===== src/rtl/apr_defs.vh =====
// Constants for the power and output-rate control of the acceleration core.
// Included by the core only; defines nothing but macros.
`ifndef APR_DEFS_VH
`define APR_DEFS_VH

// Register offsets
`define APR_RATE_SELECT_ADDR 8'h2C
`define APR_POWER_CONTROL_ADDR 8'h2D

// Field positions
`define APR_MEASURE_BIT 3
`define APR_LOW_POWER_BIT 4
`define APR_RATE_MSB 3
`define APR_RATE_LSB 0

// Reset values
`define APR_RATE_SELECT_RST 8'h0A
`define APR_POWER_CONTROL_RST 8'h00

// Timing: clock period, fastest output period and the code that gives it
`define APR_CLK_PERIOD_NS 10
`define APR_FAST_ODR_PERIOD_NS 312500
`define APR_FAST_ODR_CYCLES (`APR_FAST_ODR_PERIOD_NS / `APR_CLK_PERIOD_NS)
`define APR_FAST_RATE_CODE 4'hF

`endif


===== src/rtl/apr_core.v =====
// Power state and output-data-rate control for a three-axis acceleration core.
// Assumes a serial decoder on the same clock presenting one-cycle register strobes.
// Offsets, field positions, reset values and the fastest period come from the shared header.
`timescale 1ns/1ps
`default_nettype none
`include "apr_defs.vh"

module apr_core #(
  parameter [31:0] FAST_ODR_CYCLES = `APR_FAST_ODR_CYCLES
) (
  input wire clk,
  input wire rst_n,
  input wire reg_wr,
  input wire reg_rd,
  input wire [7:0] reg_addr,
  input wire [7:0] reg_wdata,
  output reg [7:0] reg_rdata,
  output reg reg_rvalid,
  output reg measuring,
  output reg sense_en,
  output reg low_power,
  output reg buffer_hold,
  output reg conv_tick,
  output reg odr_tick,
  output reg bw_tick
);

  // One-hot operating states
  localparam [1:0] ST_STANDBY = 2'b01;
  localparam [1:0] ST_MEASURE = 2'b10;

  // One-hot register selects from the offset decoder
  localparam [1:0] SEL_NONE = 2'h0;
  localparam [1:0] SEL_RATE = 2'h1;
  localparam [1:0] SEL_POWER = 2'h2;

  // Register contents
  reg [7:0] rate_select_r;
  reg [7:0] power_control_r;

  // Operating state, sample counter and bandwidth phase
  reg [1:0] state_r;
  reg [1:0] state_nxt;
  reg [31:0] cnt_r;
  reg [31:0] cnt_nxt;
  reg bw_phase_r;

  // Rate decode and counter matches
  wire [3:0] rate_code;
  wire [31:0] odr_period;
  wire [31:0] conv_period;
  wire conv_hit;
  wire odr_hit;
  wire in_measure;

  // Offset decode for the register port
  wire [1:0] wr_sel;
  wire [1:0] rd_sel;

  // Period of one output sample for a rate code
  // Slowest code shifts the default period by 15, which still fits in 32 bits
  function [31:0] odr_cycles;
    input [3:0] code;
    input [31:0] fast;
    begin
      odr_cycles = fast << (`APR_FAST_RATE_CODE - code);
    end
  endfunction

  // Offset decoder shared by the write and read paths, one bit per register
  function [1:0] reg_select;
    input [7:0] addr;
    begin
      reg_select = SEL_NONE;
      if (addr == `APR_RATE_SELECT_ADDR) begin
        reg_select = SEL_RATE;
      end
      if (addr == `APR_POWER_CONTROL_ADDR) begin
        reg_select = SEL_POWER;
      end
    end
  endfunction

  // Rate code decode; the period doubles for each step below the fastest code
  assign rate_code = rate_select_r[`APR_RATE_MSB:`APR_RATE_LSB];
  assign odr_period = odr_cycles(rate_code, FAST_ODR_CYCLES);
  // Normal mode converts twice per output sample, low power once
  assign conv_period = rate_select_r[`APR_LOW_POWER_BIT] ? odr_period
                       : {1'b0, odr_period[31:1]};
  assign conv_hit = (cnt_r == conv_period - 32'h0000_0001) ||
                    (cnt_r == odr_period - 32'h0000_0001);
  assign odr_hit = (cnt_r == odr_period - 32'h0000_0001);
  assign in_measure = (state_r == ST_MEASURE);
  // A write selects only while its strobe is up; a read in the same cycle sees the old value
  assign wr_sel = reg_wr ? reg_select(reg_addr) : SEL_NONE;
  assign rd_sel = reg_select(reg_addr);

  // Register writes are accepted in either state; no ordering is enforced, so
  // configuring while measuring is left to software and takes effect at once
  always @(posedge clk or negedge rst_n) begin
    if (!rst_n) begin
      rate_select_r <= `APR_RATE_SELECT_RST;
      power_control_r <= `APR_POWER_CONTROL_RST;
    end else begin
      if (wr_sel == SEL_RATE) begin
        rate_select_r <= reg_wdata;
      end
      if (wr_sel == SEL_POWER) begin
        power_control_r <= reg_wdata;
      end
    end
  end

  // Read port; unmapped offsets read zero
  always @(posedge clk or negedge rst_n) begin
    if (!rst_n) begin
      reg_rdata <= 8'h00;
      reg_rvalid <= 1'b0;
    end else begin
      reg_rvalid <= reg_rd;
      // Data holds between reads so a slow decoder may fetch it late
      if (reg_rd) begin
        case (rd_sel)
          SEL_RATE: reg_rdata <= rate_select_r;
          SEL_POWER: reg_rdata <= power_control_r;
          default: reg_rdata <= 8'h00;
        endcase
      end
    end
  end

  // Operating state follows the stored measure bit
  // One cycle from the stored bit to the state, a second to the level outputs
  always @* begin
    case (state_r)
      ST_STANDBY: state_nxt = power_control_r[`APR_MEASURE_BIT] ? ST_MEASURE
                              : ST_STANDBY;
      ST_MEASURE: state_nxt = power_control_r[`APR_MEASURE_BIT] ? ST_MEASURE
                              : ST_STANDBY;
      default: state_nxt = ST_STANDBY;
    endcase
  end

  // Sample counter restarts from zero on entering measurement; a rate change that
  // leaves it beyond the new period wraps it at once rather than counting on
  always @* begin
    cnt_nxt = 32'h0000_0000;
    if (in_measure && !odr_hit && cnt_r < odr_period) begin
      cnt_nxt = cnt_r + 32'h0000_0001;
    end
  end

  // Operating state and sample counter
  always @(posedge clk or negedge rst_n) begin
    if (!rst_n) begin
      state_r <= ST_STANDBY;
      cnt_r <= 32'h0000_0000;
    end else begin
      state_r <= state_nxt;
      cnt_r <= cnt_nxt;
    end
  end

  // Level outputs lag the state, and low_power the rate register, by one cycle so that each leaves a flop
  always @(posedge clk or negedge rst_n) begin
    if (!rst_n) begin
      measuring <= 1'h0;
      sense_en <= 1'h0;
      low_power <= 1'h0;
      buffer_hold <= 1'h1;
    end else begin
      measuring <= in_measure;
      sense_en <= in_measure;
      // Copy only; codes outside the useful low-power range are not blocked
      low_power <= rate_select_r[`APR_LOW_POWER_BIT];
      // Buffer is frozen, not cleared, so samples taken before standby survive
      buffer_hold <= !in_measure;
    end
  end

  // Conversion and output strobes, one cycle wide and silent in standby
  // The conversion match includes the output compare, so an output strobe always has a conversion beside it
  always @(posedge clk or negedge rst_n) begin
    if (!rst_n) begin
      conv_tick <= 1'h0;
      odr_tick <= 1'h0;
    end else begin
      conv_tick <= in_measure && conv_hit;
      odr_tick <= in_measure && odr_hit;
    end
  end

  // Bandwidth strobe on every second output strobe; the phase restarts with
  // each measurement so the first strobe always comes after two output periods
  always @(posedge clk or negedge rst_n) begin
    if (!rst_n) begin
      bw_phase_r <= 1'h0;
      bw_tick <= 1'h0;
    end else if (!in_measure) begin
      bw_phase_r <= 1'h0;
      bw_tick <= 1'h0;
    end else begin
      if (odr_hit) begin
        bw_phase_r <= ~bw_phase_r;
      end
      bw_tick <= odr_hit && bw_phase_r;
    end
  end

endmodule
`default_nettype wire


===== config.mk =====
export PLATFORM = sky130hd
export DESIGN_NAME = apr_core
export DESIGN_NICKNAME = d
export VERILOG_FILES = /design/src/rtl/apr_core.v
export VERILOG_INCLUDE_DIRS = /design/src /design/src/rtl
export SDC_FILE = /design/constraint.sdc
export NUM_CORES = 1
export LEC_CHECK = 0
export ABC_AREA = 1
export BUFFER_PORTS_ARGS = -buffer_cell sky130_fd_sc_hd__clkbuf_2
export CAP_MARGIN = 20
export CORE_ASPECT_RATIO = 1.2
export CORE_MARGIN = 5
export CORE_UTILIZATION = 45
export DETAILED_ROUTE_END_ITERATION = 6
export GPL_ROUTABILITY_DRIVEN = 0
export SLEW_MARGIN = 0
export SYNTH_ARGS = -nofsm -noshare
export SYNTH_HDL_FRONTEND = slang
export SYNTH_SLANG_ARGS = --single-unit

===== constraint.sdc =====
create_clock -name clk -period 4.95 [get_ports clk]
set_clock_uncertainty 0.15 [all_clocks]
set_input_delay 1.2375 -clock clk [delete_from_list [all_inputs] [get_ports clk]]
set_output_delay 1.2375 -clock clk [all_outputs]
set_load 0.02 [all_outputs]

==> metrics.md <==
| Metric | Value |
|---|---|
| Fmax | `277.6 MHz` |
| Commonest non-fill, non-tap cell in the layout | `nand2_1` |
| Crit Path Max Fanout | `31` |
| WHS Endpoint | `reg_rdata[4]` |
| Pwr/cell area | `250.2 nW/um^2` |
| WP data required | `5010 ps` |
| Post-synthesis cell area | `6748 um^2` |
| Cell Chain, Critical Path | `inv_1 -> ha_1 -> nand3_2 -> nand2_1 -> nor2_1 -> nand3_2 -> nor2_2 -> nand2_2 -> nor2_4 -> nand2_1 -> nand2_1 -> nand3_1 -> nor2_1 -> nand2_1 -> nor2_1 -> nand3_2 -> nand3_2 -> buf_4 -> nor2_1` |
| Top-Level Pins | `36` |
| Critical hold path startpoint | `reg_rdata[4]` |
| Post-synth EDFFs | `0` |
| TritonCTS clock tree | `done` |
| Slew @ Worst Pin | `890.7 ps` |
| Max incr delay on CP | `600 ps` |
| DR iter-0 viols | `530` |
| Hold-fix buffers, CTS | `0` |
| Critical path endpoint category | `flop` |
| Most frequent cells in the layout | `nand2_1, nor2_1, inv_1` |
| Seq cells post-synth | `66` |
| Row count | `49` |
| Hold Crit Depth | `1` |
| Nets | `1115` |
| Crit share post-route | `72.79%` |
| Vias in the first global route | `6344` |
| Detailed Route WL | `19880 um` |
| Syn nets | `1090` |
| Max_slew headroom | `40.40%` |
| Reg2reg end | `cnt_r[12]` |
| First-pass GRT wire length | `32940 um` |
| Worst R2R Start | `rate_select_r[1]` |
| Layout cells sized above 1 | `12.45%` |
| Gr usage total | `23.87%` |
| Max-cap viol count | `0` |
| Worst Path Buf+Inv | `2` |
| VDD IR-drop max | `0.2001 mV` |
| Starting Density | `45.48%` |
| Post-route DRC | `0` |
| WL per Instance | `15.73 um` |
| H-tree depth | `3` |
| Postcts setup bufs | `0` |
| Arrival time worst endpoint | `3660 ps` |
| Final min period | `3603 ps` |
| CTS max path bufs | `2` |
| Final hold violations | `0` |
| Final std cell area, no fill | `7353 um^2` |
| Die width | `121.8 um` |
| Clk slew on worst S/H paths | `70 ps` |
| CP Class | `reg -> reg` |
| Final-layout fill cell count | `1564` |
| Via count | `6563` |
| RSZ-0062 raised after global routing | `no` |
| Pleak | `3.635 nW` |
| Total negative slack | `0 ps` |
| Top Family by Delay on Critical Path | `simple AND/OR/NAND/NOR gates` |
| DIE AREA | `17550 um^2` |
| Critical Path Source Type | `flop` |
| Clock Sinks | `66` |
| Hold/Removal Path Class | `reg -> reg` |
| Outcome | `complete, no violations` |
| Drt first pass iters | `6` |
| Synth warnings | `0` |
| Synthesis-to-finish area growth | `8.975%` |
| IO buf count | `35` |
| Worst-Skew Late Latency | `350 ps` |
| Vias per cell | `5.192` |
| Die Span Y | `144.1 um` |
| DP Wirelength | `15850 um` |
| Sequential fraction of the synthesis area | `24.55%` |
| Worst reg2reg setup slack | `1350 ps` |
| Post-synthesis instance total | `1030` |
| R2r worst-path depth | `19` |
| Largest net degree at the start of global routing | `67` |
| Post-Syn Area per Cell | `6.551 um^2` |
| Core area | `14840 um^2` |
| Final setup vio count | `0` |
| Post-CTS Resized | `0` |
| Multi-input combinational cell area | `4501 um^2` |
| Post-synth ARST share | `100.0%` |
| Grt ovf | `0` |
| Unique masters post-synth | `47` |
| CP max stage cell | `dfstp_2` |
| Initial antenna violation count | `0` |
| Slew Viols, Final | `0` |
| CTS root buffer | `clkbuf_16` |
| Post-route ant nets | `0` |
| Reg area | `1657 um^2` |
| Top FF cell, synth | `dfrtp_1` |
| CTS buffer count | `9` |
| Ant. Diodes | `0` |
| Placed Area | `7046 um^2` |
[metrics by stage]
| stage | util, % | total power [W] | cells | hold slack (ps) | setup WS, ps |
|---|---|---|---|---|---|
| final | 49.56 | 0.001840 | 1264 | 355.1 | 1347 |
| after floorplan | - | 0.001030 | 1030 | 258.9 | 2111 |
| after global placement | 47.49 | 0.001157 | 1248 | 339.1 | 1385 |
| after CTS | 49.56 | 0.001853 | 1264 | 359.6 | 1329 |
| after detailed placement | 47.49 | 0.001158 | 1248 | 344.4 | 1356 |
| after global routing | 49.56 | 0.001956 | 1264 | 362.2 | 996.3 |
[power by group]
| part | internal (W) | leakage [nW] | switching, W |
|---|---|---|---|
| Combinational | 0.000172 | 2.66 | 0.000378 |
| Sequential | 0.000579 | 0.827 | 0.0000218 |
| Clock | 0.000398 | 0.145 | 0.000290 |
[flip-flops by register name (all words and copies together), names as in the netlist]
register         cells
cnt_r               32
power_control_r      8
rate_select_r        8
reg_rdata            8
state_r              2
buffer_hold          1
bw_phase_r           1
bw_tick              1
conv_tick            1
low_power            1
odr_tick             1
reg_rvalid           1
sense_en             1
[Yosys cell counts (6+ instances only)]
library cell  instances  share of area (%)
nand2_1             310                 17
ha_1                 40                7.4
nor3_1               20                1.5
inv_1                98                5.5
nor2_2               16                1.5
nor2_1              116                6.5
a21oi_1              28                2.1
mux2_2                8                1.3
dfrtp_1              62                 23
nand4_1              20                1.9
inv_2                 9               0.50
nand3_2              12                1.8
buf_2                 6               0.45
nand2_2              14                1.3
o21ai_0              24                1.8
buf_6                 7                1.2
xor2_1               66                8.6
xnor2_1               7               0.91
o22ai_1               8               0.74
nand3b_1              9                1.0
clkbuf_1              7               0.39
nand3_1              91                6.7
nor4_1                7               0.65
[routing by layer]
layer  part of all wire, %  wire length [um]  up-vias  global-route usage (%)
li1                      -                 -     3352                       -
met1                    44              8807     2962                   31.88
met2                    47              9330      209                   39.14
met3                   5.4              1077       40                   3.678
met4                   3.3               665        0                   8.909
met5                     0                 0        -                       0
[cell families after synthesis]
family / count (synthesis) / share of synthesized area (%)
AND/OR/NAND/NOR: 632 / 42.26
buffers and inverters: 137 / 8.752
AO/OA/AOI/OAI: 73 / 6.156
XOR/XNOR: 73 / 9.475
flip-flops: 66 / 24.55
adder cells (fa/ha/maj): 40 / 7.417
multiplexers: 8 / 1.335
other: 1 / 0.05557
[worst max-delay path by stage]
stage	slack (ps)	startpoint	to	cells after the start
2_1_floorplan	2110	rate_select_r[1]	cnt_r[21]	18
3_3_place_gp	1380	rate_select_r[1]	cnt_r[12]	17
3_5_place_dp	1360	rate_select_r[1]	cnt_r[0]	19
4_1_cts	1330	rate_select_r[1]	cnt_r[12]	19
5_1_grt	1000	rate_select_r[1]	cnt_r[12]	19
6_report	1350	rate_select_r[1]	cnt_r[12]	19
[cell type report]
cell class | count | share of cell area, %
clock inverters | 7 | 1.123
repair buffers | 40 | 2.927
multi-input cells | 827 | 61.20
well taps | 204 | 3.471
flip-flops and latches | 66 | 22.53
clock buffers | 9 | 3.063
inverters | 111 | 5.683
(Power assumes the default switching activity.)
